## src/rtl/rfs_pkg.sv

```systemverilog
package rfs_pkg;

	// ----------------------------------------
	// register map (byte addresses, word aligned)
	// ----------------------------------------
	localparam logic [3:0]  ADDR_CTRL       = 4'h0;
	localparam logic [3:0]  ADDR_STATUS     = 4'h4;
	localparam logic [3:0]  ADDR_IRQ_STATUS = 4'h8;
	localparam logic [3:0]  ADDR_IRQ_MASK   = 4'hc;

	// ----------------------------------------
	// control register fields and reset values
	// ----------------------------------------
	localparam int          CTRL_LOGIC_EN_BIT = 0;
	localparam logic [31:0] CTRL_RESET        = 32'h0000_0000;
	localparam logic [7:0]  IRQ_MASK_RESET    = 8'h00;

	// ----------------------------------------
	// interrupt / event bit positions
	// ----------------------------------------
	localparam int EV_PREREG_HICCUP = 0;
	localparam int EV_BUCK_HICCUP   = 1;
	localparam int EV_LATCH         = 2;
	localparam int EV_CP_LOW        = 3;
	localparam int EV_PREREG_OV     = 4;
	localparam int EV_FSET          = 5;
	localparam int EV_FB_OPEN       = 6;
	localparam int EV_PGOOD_FALL    = 7;
	localparam int EV_W             = 8;

	// ----------------------------------------
	// fault counts
	// ----------------------------------------
	localparam int OC_COUNT_LOW   = 30;
	localparam int OC_COUNT_HIGH  = 120;
	localparam int OC_CNT_W       = 7;
	localparam int DIODE_MISS_CNT = 1;
	localparam int ILIM_CNT       = 2;

endpackage

```

## src/rtl/rfs_oc_if.sv

```systemverilog
interface rfs_oc_if;
	logic enabled;
	logic period_end;
	logic oc_event;
	logic out_low;
	logic hiccup;

	modport sup (output enabled, output period_end, output oc_event, output out_low, input hiccup);
	modport cnt (input enabled, input period_end, input oc_event, input out_low, output hiccup);
endinterface

```

## src/rtl/rfs_avalon_slave.sv

```systemverilog
module rfs_avalon_slave (
	input  wire logic        clk_sys,
	input  wire logic        rstn,
	input  wire logic [3:0]  address,
	input  wire logic        read,
	input  wire logic        write,
	input  wire logic [31:0] writedata,
	input  wire logic [3:0]  byteenable,
	output logic             waitrequest,
	output logic             wr_stb,
	output logic             rd_stb
);
	// one wait state per access: waitrequest idles high, drops for one cycle after a request is seen
	logic wait_q;
	logic next_wait;

	always_comb begin
		next_wait = ~((read | write) & wait_q);
	end

	always_ff @(posedge clk_sys) begin
		if (!rstn)
			wait_q <= 1'b1;
		else
			wait_q <= next_wait;
	end

	assign waitrequest = wait_q;
	assign wr_stb      = write & ~wait_q;
	// readdata loads in the wait cycle so it already stands at the accepting edge
	assign rd_stb      = read & wait_q;
endmodule // rfs_avalon_slave

```

## src/rtl/rfs_oc_counter.sv

```systemverilog
module rfs_oc_counter #(
	parameter int COUNT_LOW  = rfs_pkg::OC_COUNT_LOW,
	parameter int COUNT_HIGH = rfs_pkg::OC_COUNT_HIGH
) (
	input  wire logic clk_sys,
	input  wire logic rstn,
	rfs_oc_if.cnt     oc
);
	logic [rfs_pkg::OC_CNT_W-1:0] count;
	logic [rfs_pkg::OC_CNT_W-1:0] next_count;
	logic                         seen;
	logic                         next_seen;
	logic                         next_hiccup;
	logic [rfs_pkg::OC_CNT_W-1:0] limit;

	always_comb begin
		limit       = oc.out_low ? COUNT_LOW[rfs_pkg::OC_CNT_W-1:0] : COUNT_HIGH[rfs_pkg::OC_CNT_W-1:0];
		next_count  = count;
		next_seen   = seen | oc.oc_event;
		next_hiccup = 1'b0;
		if (!oc.enabled) begin
			next_count = '0;
			next_seen  = 1'b0;
		end else if (oc.oc_event) begin
			if (count + 7'h01 >= limit) begin
				next_hiccup = 1'b1;
				next_count  = '0;
			end else begin
				next_count = count + 7'h01;
			end
		end else if (oc.period_end) begin
			next_seen = 1'b0;
			if (!seen)
				next_count = '0;
		end
	end

	always_ff @(posedge clk_sys) begin
		if (!rstn) begin
			count     <= '0;
			seen      <= 1'b0;
			oc.hiccup <= 1'b0;
		end else begin
			count     <= next_count;
			seen      <= next_seen;
			oc.hiccup <= next_hiccup;
		end
	end
endmodule // rfs_oc_counter

```

## src/rtl/rfs_supervisor.sv

```systemverilog
// Chosen here: register access over Avalon-MM and the register offsets.
module rfs_supervisor (
	input  wire logic        clk_sys,
	input  wire logic        rstn,
	input  wire logic [3:0]  avs_address,
	input  wire logic        avs_read,
	input  wire logic        avs_write,
	input  wire logic [31:0] avs_writedata,
	input  wire logic [3:0]  avs_byteenable,
	output logic             avs_waitrequest,
	output logic [31:0]      avs_readdata,
	output logic             irq,
	input  wire logic        ignition_enable_a,
	input  wire logic        ignition_enable_b,
	input  wire logic        logic_enable_input,
	input  wire logic        supply_ok,
	input  wire logic        prereg_period_end,
	input  wire logic        prereg_oc_event,
	input  wire logic        prereg_output_low,
	input  wire logic        prereg_ov,
	input  wire logic        prereg_output_open,
	input  wire logic        prereg_current_limit,
	input  wire logic        freewheel_diode_missing,
	input  wire logic        buck_period_end,
	input  wire logic        buck_oc_event,
	input  wire logic        buck_output_low,
	input  wire logic        buck_soft_start_low,
	input  wire logic        buck_high_side_limit,
	input  wire logic        buck_feedback_open,
	input  wire logic        buck_uv,
	input  wire logic        three_volt_uv,
	input  wire logic        five_volt_uv,
	input  wire logic        slew_pin_open_fault,
	input  wire logic        slew_pin_short_fault,
	input  wire logic        frequency_set_fault,
	input  wire logic        charge_pump_ov,
	input  wire logic        charge_pump_low_fault,
	output logic             master_reset_condition,
	output logic             master_latched,
	output logic             prereg_switch_enable,
	output logic             prereg_default_freq,
	output logic             prereg_max_duty,
	output logic             boost_enable,
	output logic             prereg_hiccup,
	output logic             buck_enable,
	output logic             buck_switch_node_off,
	output logic             buck_error_amp_low,
	output logic             buck_hiccup,
	output logic             ldo_enable,
	output logic             power_good_reset_n,
	output logic             five_volt_good_flag
);
	// ----------------------------------------
	// bus slave and registers
	// ----------------------------------------
	logic                     wr_stb;
	logic                     rd_stb;
	logic [31:0]              ctrl;
	logic [31:0]              next_ctrl;
	logic [rfs_pkg::EV_W-1:0] irq_status;
	logic [rfs_pkg::EV_W-1:0] next_irq_status;
	logic [rfs_pkg::EV_W-1:0] irq_mask;
	logic [rfs_pkg::EV_W-1:0] next_irq_mask;
	logic [31:0]              next_readdata;
	logic [rfs_pkg::EV_W-1:0] events;

	rfs_avalon_slave u_bus (
		.clk_sys     (clk_sys),
		.rstn        (rstn),
		.address     (avs_address),
		.read        (avs_read),
		.write       (avs_write),
		.writedata   (avs_writedata),
		.byteenable  (avs_byteenable),
		.waitrequest (avs_waitrequest),
		.wr_stb      (wr_stb),
		.rd_stb      (rd_stb)
	);

	// ----------------------------------------
	// overcurrent counters
	// ----------------------------------------
	rfs_oc_if prereg_oc ();
	rfs_oc_if buck_oc ();
	logic     enable;
	logic     active;

	always_comb begin
		enable = ignition_enable_a | ignition_enable_b | logic_enable_input
			| ctrl[rfs_pkg::CTRL_LOGIC_EN_BIT];
	end

	assign prereg_oc.enabled    = active;
	assign prereg_oc.period_end = prereg_period_end;
	assign prereg_oc.oc_event   = prereg_oc_event;
	assign prereg_oc.out_low    = prereg_output_low;
	// soft-start below hiccup level: events are not counted, pulse limit only
	assign buck_oc.enabled      = active & ~buck_soft_start_low & ~frequency_set_fault;
	assign buck_oc.period_end   = buck_period_end;
	assign buck_oc.oc_event     = buck_oc_event;
	assign buck_oc.out_low      = buck_output_low;

	rfs_oc_counter u_prereg_oc (
		.clk_sys (clk_sys),
		.rstn    (rstn),
		.oc      (prereg_oc)
	);

	rfs_oc_counter u_buck_oc (
		.clk_sys (clk_sys),
		.rstn    (rstn),
		.oc      (buck_oc)
	);

	// ----------------------------------------
	// latched faults
	// ----------------------------------------
	logic       latch;
	logic       next_latch;
	logic [1:0] ilim_cnt;
	logic [1:0] next_ilim_cnt;
	logic       enable_q;
	logic       supply_q;
	logic       cycle_clear;
	logic       nonlatched_mr;

	always_comb begin
		// a falling enable or supply clears the latch; a new slew-pin or pump overvoltage fault still wins
		cycle_clear   = (enable_q & ~enable) | (supply_q & ~supply_ok);
		nonlatched_mr = charge_pump_low_fault | ~supply_ok;
		next_ilim_cnt = ilim_cnt;
		next_latch    = latch;
		if (cycle_clear) begin
			next_latch    = 1'b0;
			next_ilim_cnt = 2'h0;
		end
		if (active && prereg_current_limit && ilim_cnt < 2'(rfs_pkg::ILIM_CNT))
			next_ilim_cnt = ilim_cnt + 2'h1;
		if (active && prereg_current_limit && ilim_cnt == 2'(rfs_pkg::ILIM_CNT - 1))
			next_latch = 1'b1;
		if (active && freewheel_diode_missing)
			next_latch = 1'b1;
		if (slew_pin_open_fault | slew_pin_short_fault)
			next_latch = 1'b1;
		if (charge_pump_ov)
			next_latch = 1'b1;
	end

	always_comb begin
		active = enable & ~latch & ~nonlatched_mr;
	end

	// ----------------------------------------
	// regulator control and status outputs
	// ----------------------------------------
	logic mr;
	logic pg_ok;
	logic fv_ok;

	always_comb begin
		mr    = latch | nonlatched_mr;
		// open feedback reads as buck undervoltage; 5 V flag ignores it
		pg_ok = active & ~frequency_set_fault & ~buck_uv & ~buck_feedback_open
			& ~three_volt_uv & ~five_volt_uv & ~prereg_oc.hiccup & ~buck_oc.hiccup;
		fv_ok = active & ~frequency_set_fault & ~five_volt_uv & ~prereg_oc.hiccup;
		events = '0;
		events[rfs_pkg::EV_PREREG_HICCUP] = prereg_oc.hiccup;
		events[rfs_pkg::EV_BUCK_HICCUP]   = buck_oc.hiccup;
		events[rfs_pkg::EV_LATCH]         = next_latch & ~latch;
		events[rfs_pkg::EV_CP_LOW]        = charge_pump_low_fault;
		events[rfs_pkg::EV_PREREG_OV]     = prereg_ov;
		events[rfs_pkg::EV_FSET]          = frequency_set_fault;
		events[rfs_pkg::EV_FB_OPEN]       = buck_feedback_open;
		events[rfs_pkg::EV_PGOOD_FALL]    = power_good_reset_n & ~pg_ok;
	end

	// ----------------------------------------
	// register access
	// ----------------------------------------
	always_comb begin
		next_ctrl       = ctrl;
		next_irq_mask   = irq_mask;
		next_irq_status = irq_status;
		next_readdata   = avs_readdata;
		if (wr_stb && avs_byteenable[0]) begin
			case (avs_address)
				rfs_pkg::ADDR_CTRL:       next_ctrl[7:0]  = avs_writedata[7:0];
				rfs_pkg::ADDR_IRQ_MASK:   next_irq_mask   = avs_writedata[rfs_pkg::EV_W-1:0];
				rfs_pkg::ADDR_IRQ_STATUS: next_irq_status = irq_status & ~avs_writedata[rfs_pkg::EV_W-1:0];
				default:                  next_ctrl       = ctrl;
			endcase
		end
		next_irq_status = next_irq_status | events; // set beats clear
		if (rd_stb) begin
			case (avs_address)
				rfs_pkg::ADDR_CTRL:       next_readdata = ctrl;
				rfs_pkg::ADDR_STATUS:     next_readdata = {24'h0, power_good_reset_n, five_volt_good_flag,
					buck_hiccup, prereg_hiccup, enable, nonlatched_mr, latch, mr};
				rfs_pkg::ADDR_IRQ_STATUS: next_readdata = {24'h0, irq_status};
				rfs_pkg::ADDR_IRQ_MASK:   next_readdata = {24'h0, irq_mask};
				default:                  next_readdata = 32'h0;
			endcase
		end
	end

	// ----------------------------------------
	// registered outputs
	// ----------------------------------------
	logic next_prereg_switch_enable;
	logic next_prereg_default_freq;
	logic next_prereg_max_duty;
	logic next_boost_enable;
	logic next_prereg_hiccup;
	logic next_buck_enable;
	logic next_buck_switch_node_off;
	logic next_buck_error_amp_low;
	logic next_buck_hiccup;
	logic next_ldo_enable;
	logic next_irq;

	always_comb begin
		// overvoltage only pauses switching; nothing here feeds the latch
		next_prereg_switch_enable = active & ~prereg_ov & ~prereg_oc.hiccup;
		// pin fault: default frequency on; boost and everything downstream stay off
		next_prereg_default_freq  = active & frequency_set_fault;
		next_prereg_max_duty      = active & prereg_output_open;
		next_boost_enable         = active & ~frequency_set_fault;
		next_prereg_hiccup        = prereg_oc.hiccup;
		next_buck_enable          = active & ~frequency_set_fault & ~buck_oc.hiccup;
		// pulse limit only; the power stage keeps its period running
		next_buck_switch_node_off = buck_soft_start_low & buck_high_side_limit;
		next_buck_error_amp_low   = buck_feedback_open;
		next_buck_hiccup          = buck_oc.hiccup;
		next_ldo_enable           = active & ~frequency_set_fault;
		next_irq                  = |(next_irq_status & next_irq_mask);
	end

	always_ff @(posedge clk_sys) begin
		if (!rstn) begin
			ctrl                   <= rfs_pkg::CTRL_RESET;
			irq_status             <= '0;
			irq_mask               <= rfs_pkg::IRQ_MASK_RESET;
			avs_readdata           <= 32'h0;
			irq                    <= 1'b0;
			latch                  <= 1'b0;
			ilim_cnt               <= 2'h0;
			enable_q               <= 1'b0;
			supply_q               <= 1'b0;
			master_reset_condition <= 1'b1;
			master_latched         <= 1'b0;
			prereg_switch_enable   <= 1'b0;
			prereg_default_freq    <= 1'b0;
			prereg_max_duty        <= 1'b0;
			boost_enable           <= 1'b0;
			prereg_hiccup          <= 1'b0;
			buck_enable            <= 1'b0;
			buck_switch_node_off   <= 1'b0;
			buck_error_amp_low     <= 1'b0;
			buck_hiccup            <= 1'b0;
			ldo_enable             <= 1'b0;
			power_good_reset_n     <= 1'b0;
			five_volt_good_flag    <= 1'b0;
		end else begin
			ctrl                   <= next_ctrl;
			irq_status             <= next_irq_status;
			irq_mask               <= next_irq_mask;
			avs_readdata           <= next_readdata;
			irq                    <= next_irq;
			latch                  <= next_latch;
			ilim_cnt               <= next_ilim_cnt;
			enable_q               <= enable;
			supply_q               <= supply_ok;
			master_reset_condition <= mr;
			master_latched         <= latch;
			prereg_switch_enable   <= next_prereg_switch_enable;
			prereg_default_freq    <= next_prereg_default_freq;
			prereg_max_duty        <= next_prereg_max_duty;
			boost_enable           <= next_boost_enable;
			prereg_hiccup          <= next_prereg_hiccup;
			buck_enable            <= next_buck_enable;
			buck_switch_node_off   <= next_buck_switch_node_off;
			buck_error_amp_low     <= next_buck_error_amp_low;
			buck_hiccup            <= next_buck_hiccup;
			ldo_enable             <= next_ldo_enable;
			power_good_reset_n     <= pg_ok;
			five_volt_good_flag    <= fv_ok;
		end
	end
endmodule // rfs_supervisor

```

## config.mk

```make
export PLATFORM = sky130hd
export DESIGN_NAME = rfs_supervisor
export DESIGN_NICKNAME = d
export VERILOG_FILES = /design/src/rtl/rfs_pkg.sv /design/src/rtl/rfs_oc_if.sv /design/src/rtl/rfs_avalon_slave.sv /design/src/rtl/rfs_oc_counter.sv /design/src/rtl/rfs_supervisor.sv
export SDC_FILE = /design/constraint.sdc
export NUM_CORES = 1
export LEC_CHECK = 0
export BUFFER_PORTS_ARGS = -buffer_cell sky130_fd_sc_hd__buf_2
export CORE_UTILIZATION = 50
export CTS_BUF_LIST = sky130_fd_sc_hd__clkbuf_2 sky130_fd_sc_hd__clkbuf_4 sky130_fd_sc_hd__clkbuf_8
export DETAILED_ROUTE_END_ITERATION = 8
export HOLD_SLACK_MARGIN = 0.02
export PLACE_DENSITY = 0.78
export SYNTH_ARGS = -nofsm -noshare
export SYNTH_HDL_FRONTEND = slang
export SYNTH_HIERARCHICAL = 1
export SYNTH_SLANG_ARGS = --single-unit
```

## constraint.sdc

```tcl
create_clock -name clk_sys -period 4.6 [get_ports clk_sys]
set_input_delay 0.23 -clock clk_sys [delete_from_list [all_inputs] [get_ports clk_sys]]
set_output_delay 0.23 -clock clk_sys [all_outputs]
set_load 0.02 [all_outputs]
```

Word-level counts from Yosys, hierarchy flattened
Index checks and enable logic that the tools add are counted.

storage, ports and cells
  register bits = 94
  input bits = 69
  output and inout bits = 48
  logic and storage cells = 142

operators by class
  add/sub/neg operators = 3
  order comparisons = 3
  mux-type cells = 28
  reduce and logical (&&, ||, !) cells = 17
  bitwise gates (word level) = 56
  equality and inequality tests = 6

operators with widths
  kind                   number
  $mux W7                10
  $mux W8                4
  $pmux W8 S4            1
  $and A1 B1 Y1          26
  $and A8 B8 Y8          2
  $not A1 Y1             16
  $add A7 B1 Y7 const B  2
  $ge A7 B7 Y1           2
  $mux W1                11
  $or A1 B1 Y1           10
  $reduce_and A2 Y1      5
  $eq A4 B4 Y1 const B   2
  $not A8 Y8             1
  $or A8 B8 Y8           1
  $reduce_or A8 Y1       1
  $reduce_and A3 Y1      2
  $reduce_bool A2 Y1     3
  $logic_and A1 B1 Y1    5
  $eq A4 B3 Y1 const B   1
  $logic_not A4 Y1       1
  $mux W2                2
  $ne A2 B2 Y1 const B   2
  $add A2 B1 Y2 const B  1
  $eq A2 B1 Y1 const B   1
  $lt A2 B2 Y1 const B   1

Logic depth before layout (Yosys ltp)
Gate-level depths: netlist (run 1).

  depth after elaboration = 17
  mapped depth = 10
  gate-level depth less buffers = 10

Cells and area by module
Netlist (run 1), hierarchy kept.

by module, submodules not included
  module                         seq. area each (um^2)  area each (um^2)  instances  cells each
  rfs_supervisor                 1021.0                 2317.2            1          238
  rfs_oc_counter at u_prereg_oc  180.2                  608.1             1          71
  rfs_oc_counter at u_buck_oc    180.2                  599.3             1          71
  rfs_avalon_slave               20.0                   40.0              1          4

Least setup slack after synthesis (run 1)
OpenSTA, ideal clock, no wires.

  path kind = flip-flop to flip-flop
  start point = register u_prereg_oc/count[0] (netlist bit)
  end point = register u_prereg_oc/count[4] (netlist bit)
  data arrival time = 2.286 ns
  required time = 4.525 ns
  stages on the path, launching flop included = 11
  period minus slack after synthesis = 2.361 ns
  path buffers = 0
  slack = 2.239 ns
  setup time = 0.075 ns
  cells stage by stage = dfxtp_1 ha_1 nand3_1 nor2_1 xor2_1 ha_1 a21oi_1 nand2_1 o22ai_4 nand3_2 a31oi_1

on the way
  word-level cells in the longest chain between the ends = 4

RTL lines
  element                 line                                        source
  from (decl)             rfs_oc_counter.sv:9                         logic [rfs_pkg::OC_CNT_W-1:0] count;
  from (signal assigned)  rfs_oc_counter.sv:44                        count <= next_count;
  $add A7 B1 Y7 *         rfs_oc_counter.sv:25, rfs_oc_counter.sv:29
  $ge A7 B7 Y1            rfs_oc_counter.sv:25                        if (count + 7'h01 >= limit) begin
  $mux W7 *               rfs_oc_counter.sv:25
  $mux W7 *               rfs_oc_counter.sv:24                        end else if (oc.oc_event) begin

Every way passes the cells marked *; elsewhere a longest branch is shown, timed or not.
A chain may end at the register's enable or synchronous reset.

Worst setup path in the final report (run 1)
Same ends and word-level chain as after synthesis.

==> results of run 1 <==
## state kept, by name, summed over array words and instances (netlist names), 2 cells and up
signal / flops
avs_readdata: 8
irq_status: 8
u_buck_oc/count: 7
irq_mask: 8
ilim_cnt: 2
u_prereg_oc/count: 7
ctrl: 8
## cells in the final DEF (no fill, tap or decap), types with 7 or more instances in the layout
master / count
conb_1: 24
nor3_1: 7
nor2_1: 55
ha_1: 11
dfxtp_1: 70
a31oi_1: 7
nand2_1: 24
inv_1: 18
o21ai_0: 7
mux2i_1: 11
a21oi_1: 20
a22oi_1: 17
and2_1: 8
clkbuf_8: 10
nand3_1: 17
buf_2: 65
## where the power goes
part,switching [mW],internal [mW],leakage [nW]
sequential,0.00531,0.616,0.568
clock,0.227,0.263,0.102
combinational,0.0801,0.0418,1.04
total,0.313,0.920,1.71
## layout make-up
class | instances | share of cell area, %
clock buffer | 10 | 3.42
clock inverter | 6 | 1.52
inverter | 20 | 1.86
multi-input combinational | 279 | 47.4
sequential | 70 | 34.8
tap | 96 | 2.98
timing repair buffer | 65 | 8.07
## layer usage
layer	wire length, microns	up-vias	share of wire, %	global-route usage [%]
li1	-	1431	-	-
met2	3940	79	51	37.4
met4	66	0	0.86	6.21
met1	3310	1410	43	26.6
met3	380	6	4.9	6.86
met5	0	-	0	0
## critical path, stage by stage, from the launching register on
cell	delay [ps]
dfxtp_1	430
ha_1	280
nand3_1	170
nor2_1	190
xor2_1	210
ha_1	290
a21oi_1	330
nand2_1	160
o22ai_4	320
nand3_2	110
a31oi_1	180
## path summary, 6_finish.rpt
check,to,from,slack (ps)
min,u_bus/waitrequest,avs_read,90
max,u_prereg_oc/count[4],u_prereg_oc/count[0],1860
min reg2reg,u_bus/waitrequest,u_bus/waitrequest,450
max reg2reg,u_prereg_oc/count[4],u_prereg_oc/count[0],1860
## cell families after synthesis
| kind of cell | synth area share [%] |
|---|---|
| AND/OR/NAND/NOR | 19.9 |
| AO/OA/AOI/OAI | 17.5 |
| flip-flops | 39.3 |
| buffers and inverters | 9.58 |
| multiplexers | 8.25 |
| adder cells (fa/ha/maj) | 3.86 |
| XOR/XNOR | 1.47 |
| other | 0.105 |
==> results.py, run 1 <==
metrics = {
    "run_status": {
        "status": "finished clean",
    },
    "sta": {
        "timing.final.crit_share_pct": 59.5,
        "setup_tns_ps": 0,
        "timing.fmax_mhz": 366,
        "hold_ws_ps": 90.0,
        "setup_viol": 0,
        "worst_slack_ps": 1860,
        "rsz0062_at_grt": "false",
        "min_period_ps": 2740,
        "slew_headroom_pct": 41.5,
        "max_slew.worst_pin.slew_ps": 871,
        "skew_ps": 9.20,
        "maxSlewViolCount": 0,
        "hold_violations": 0,
    },
    "power": {
        "power.total_mw": 1.23,
        "power_density_mw_per_mm2": 306,
        "leakage_nw": 1.71,
        "ir_drop_uv": 245,
    },
    "logic_synthesis": {
        "post_synth_most_frequent_cells": "dfxtp_1, nor2_1, buf_4, nand2_1, a21oi_1",
        "netlist_area_sq_mm": 0.00356,
        "async_flop_share_pct": 0,
        "synth-seq-cells": 70,
        "yosysTopAreaCellShare_pct": 39.3,
        "yosysMostFrequentCell": "dfxtp_1",
        "seq_area_frac_synth_pct": 39.3,
        "synth.distinct_cells": 58,
        "synth_edf_count": 0,
        "ys_warn_count": 6,
        "synth_cells": 384,
        "yosys-top-cells-area": "dfxtp_1, nor2_1, buf_4",
        "synth.avg_cell_area_sq_um": 9.28,
        "yosys_most_used_dff": "dfxtp_1",
        "synth_area_leader_cell": "dfxtp_1",
    },
    "global_routing": {
        "antenna_found_initial": 0,
        "grt_usage_pct": 21.9,
        "grt_max_degree": 38,
        "grt_pass1_vias": 2719,
        "grt_first_pass_wirelength_mm": 12.6,
        "grt_overflow": 0,
    },
    "worst_setup_path": {
        "cp-start-kind": "register",
        "r2r_cells": 10,
        "required_ps": 4870,
        "arrival_ps": 3010,
        "cp-end-kind": "register",
        "cp_max_fo": 9,
        "critPathKind": "reg -> reg",
    },
    "clock_tree": {
        "cts-resized-gates": 0,
        "h-tree-depth": 3,
        "clkSinkCount": 70,
        "cts_buffer_depth": 2,
        "hold_buffers": 0,
        "cts_made_buffers": 9,
        "cts_setup_buffers": 0,
        "clock_latency_ps": 350,
        "path_clk_slew_ps": 70,
        "cts_tree": "yes",
        "cts_root_buffer": "clkbuf_8",
    },
    "hold_path": {
        "holdPathStages": 2,
        "hp-class": "in -> reg",
    },
    "routing": {
        "drc": 0,
        "vias_per_cell": 5.36,
        "drt_pass1_iterations": 4,
        "routed_wl_mm": 7.69,
        "antenna_left": 0,
        "wl_per_cell_microns": 14.1,
        "num_vias": 2926,
        "drt_iter0_drc": 150,
    },
    "layout": {
        "nets": 525,
        "multi_input_area_sq_mm": 0.00191,
        "final_util_pct": 59.0,
        "n_fill_cell": 625,
        "finish.instance_area_sq_mm": 0.00403,
        "area_growth_pct": 13.0,
        "fin_cells": 546,
        "drive_gt1_share_pct": 24.0,
        "num_antenna_cells": 0,
        "regArea_sq_mm": 0.00140,
    },
    "placed_design": {
        "hpwl_mm": 5.67,
        "place_inst": 530,
        "place_ws_ps": 1910,
        "io_buffers": 65,
        "routabilityCongestion": 0.839,
        "post_dp_cell_area_sq_mm": 0.00383,
    },
    "floorplanning": {
        "chipWidth_microns": 86.4,
        "core_area_sq_mm": 0.00683,
        "dieArea_sq_mm": 0.00747,
        "num_rows": 30,
        "initial_core_util_pct": 52.2,
        "die_h_microns": 86.4,
        "pin_count": 117,
    },
    "run": {
        "maxCapViolations": 0,
    },
}
Power figures use the tool's default switching activity.
==> run 2: changes to the inputs <==
--- a/config.mk
+++ b/config.mk
@@ -6,11 +6,11 @@
 export NUM_CORES = 1
 export LEC_CHECK = 0
 export BUFFER_PORTS_ARGS = -buffer_cell sky130_fd_sc_hd__buf_2
-export CORE_UTILIZATION = 50
+export CORE_UTILIZATION = 47
 export CTS_BUF_LIST = sky130_fd_sc_hd__clkbuf_2 sky130_fd_sc_hd__clkbuf_4 sky130_fd_sc_hd__clkbuf_8
 export DETAILED_ROUTE_END_ITERATION = 8
 export HOLD_SLACK_MARGIN = 0.02
-export PLACE_DENSITY = 0.78
+export PLACE_DENSITY = 0.77
 export SYNTH_ARGS = -nofsm -noshare
 export SYNTH_HDL_FRONTEND = slang
 export SYNTH_HIERARCHICAL = 1
==> constraint.sdc (replaced) <==
create_clock -name clk_sys -period 2.4 [get_ports clk_sys]
set_input_delay 0.12 -clock clk_sys [delete_from_list [all_inputs] [get_ports clk_sys]]
set_output_delay 0.12 -clock clk_sys [all_outputs]
set_load 0.02 [all_outputs]
==> results.py, run 2 (same netlist as run 1, synthesis figures left out) <==
metrics = {
    "clock_tree": {
        "cts_tree": "yes",
        "cts_buffer_depth": 2,
        "clkSinkCount": 70,
        "clock_latency_ps": 350,
        "cts_root_buffer": "clkbuf_8",
        "cts_made_buffers": 9,
        "h-tree-depth": 3,
        "path_clk_slew_ps": 80,
    },
    "layout": {
        "n_fill_cell": 652,
        "final_util_pct": 60.1,
        "final_cell_mix": "buf_2, dfxtp_1, nor2_1, nand2_1, conb_1",
        "nets": 556,
        "area_growth_pct": 22.9,
        "layout_commonest_cell": "buf_2",
        "num_antenna_cells": 0,
        "drive_gt1_share_pct": 30.1,
    },
    "routing": {
        "vias_per_cell": 5.27,
        "num_vias": 3057,
        "drc": 0,
        "routed_wl_mm": 8.44,
        "wl_per_cell_microns": 14.6,
        "drt_pass1_iterations": 5,
        "drt_iter0_drc": 157,
        "antenna_left": 0,
    },
    "floorplanning": {
        "core_area_sq_mm": 0.00729,
        "pin_count": 117,
        "chipWidth_microns": 89.1,
        "die_h_microns": 89.1,
        "dieArea_sq_mm": 0.00794,
        "initial_core_util_pct": 48.9,
        "num_rows": 31,
    },
    "hold_path": {
        "hold-path-endpoint": "power_good_reset_n",
        "holdPathStages": 3,
        "hp-class": "in -> reg",
        "min-delay-start": "three_volt_uv",
    },
    "worst_setup_path": {
        "arrival_ps": 2560,
        "r2r_cells": 11,
        "cp_max_fo": 5,
        "cp-end-kind": "register",
        "cp-start-kind": "register",
        "critPathKind": "reg -> reg",
        "required_ps": 2680,
        "rrSetupSlack_ps": 120,
        "r2r_end": "u_prereg_oc/count[3]",
        "r2r_start": "u_prereg_oc/count[0]",
    },
    "global_routing": {
        "grt_overflow": 0,
        "grt_usage_pct": 21.9,
        "grt_pass1_vias": 2892,
        "grt_max_degree": 38,
        "grt_first_pass_wirelength_mm": 12.9,
        "antenna_found_initial": 0,
    },
    "sta": {
        "max_slew.worst_pin.slew_ps": 630,
        "setup_viol": 0,
        "timing.final.crit_share_pct": 95.1,
        "min_period_ps": 2280,
        "slew_headroom_pct": 57.9,
        "timing.fmax_mhz": 438,
        "skew_ps": 6.40,
        "maxSlewViolCount": 0,
        "hold_ws_ps": 36.4,
        "hold_violations": 0,
    },
    "power": {
        "power_density_mw_per_mm2": 576,
        "ir_drop_uv": 435,
        "leakage_nw": 1.87,
    },
    "run": {
        "maxCapViolations": 0,
    },
    "placed_design": {
        "routabilityCongestion": 0.798,
        "io_buffers": 65,
        "hpwl_mm": 6.07,
    },
    "run_status": {
        "status": "finished clean",
    },
}
## run 2: final cells by class
type / count / area (sq um) / area share (%)
sequential: 70 / 1410 / 32.2
timing repair buffer: 95 / 574 / 13.1
tap: 99 / 124 / 2.83
inverter: 20 / 75.1 / 1.71
clock inverter: 5 / 81.3 / 1.86
multi-input combinational: 280 / 1970 / 45.0
clock buffer: 11 / 145 / 3.31
## run 2: worst max path at each step
stage | from | end | slack, ps | cells after the start
global placement | u_prereg_oc/count[0] | u_prereg_oc/count[4] | 100 | 11
CTS | u_prereg_oc/count[1] | u_prereg_oc/count[4] | 10 | 11
finish | u_prereg_oc/count[0] | u_prereg_oc/count[3] | 120 | 11
floorplan | u_prereg_oc/count[0] | u_prereg_oc/count[4] | 40 | 10
global route | u_prereg_oc/count[0] | u_prereg_oc/count[3] | -30 | 11
detailed placement | u_buck_oc/count[0] | u_buck_oc/count[3] | 20 | 11
## run 2: per-stage QoR
stage / instances / TNS [ps] / setup slack [ps] / total power [mW] / instance area [sq um]
after floorplan: 407 / 0 / 39.0 / 1.39 / 3650
after global placement: 550 / 0 / 95.9 / 1.45 / 3960
after detailed placement: 550 / 0 / 17.2 / 1.45 / 3960
after CTS: 577 / 0 / 13.2 / 2.55 / 4290
after global routing: 580 / -58.3 / -35.0 / 2.63 / 4380
final: 580 / 0 / 116 / 2.52 / 4380
## run 2: power by group
group	switching [mW]	internal, mW
registers	0.00933	1.18
clock network	0.450	0.627
logic	0.161	0.0984
total	0.620	1.91
## run 2: critical path, stage by stage (launching register included)
cell and delay, ps:
dfxtp_1 350, ha_2 190, nand3_1 110, nor2_2 120
xor2_1 190, ha_1 300, a21oi_2 190, buf_4 150
o311ai_4 120, o22ai_4 220, nand2_1 100, a31oi_1 160
## run 2: repair_timing
item,CTS,global route
resized for setup,0,19
hold buffers,8,0
endpoints found under the hold margin,7,0
endpoints found under the setup margin,1,14
pin swaps,1,12
gates cloned,0,1
buffers inserted,3,2
## run 2: routing by layer
layer	global-route usage [%]	wire length [microns]	vias to the layer above
met5	0	0	-
li1	-	-	1491
met2	39.9	4320	90
met4	9.09	155	0
met1	23.5	3400	1460
met3	6.65	570	16
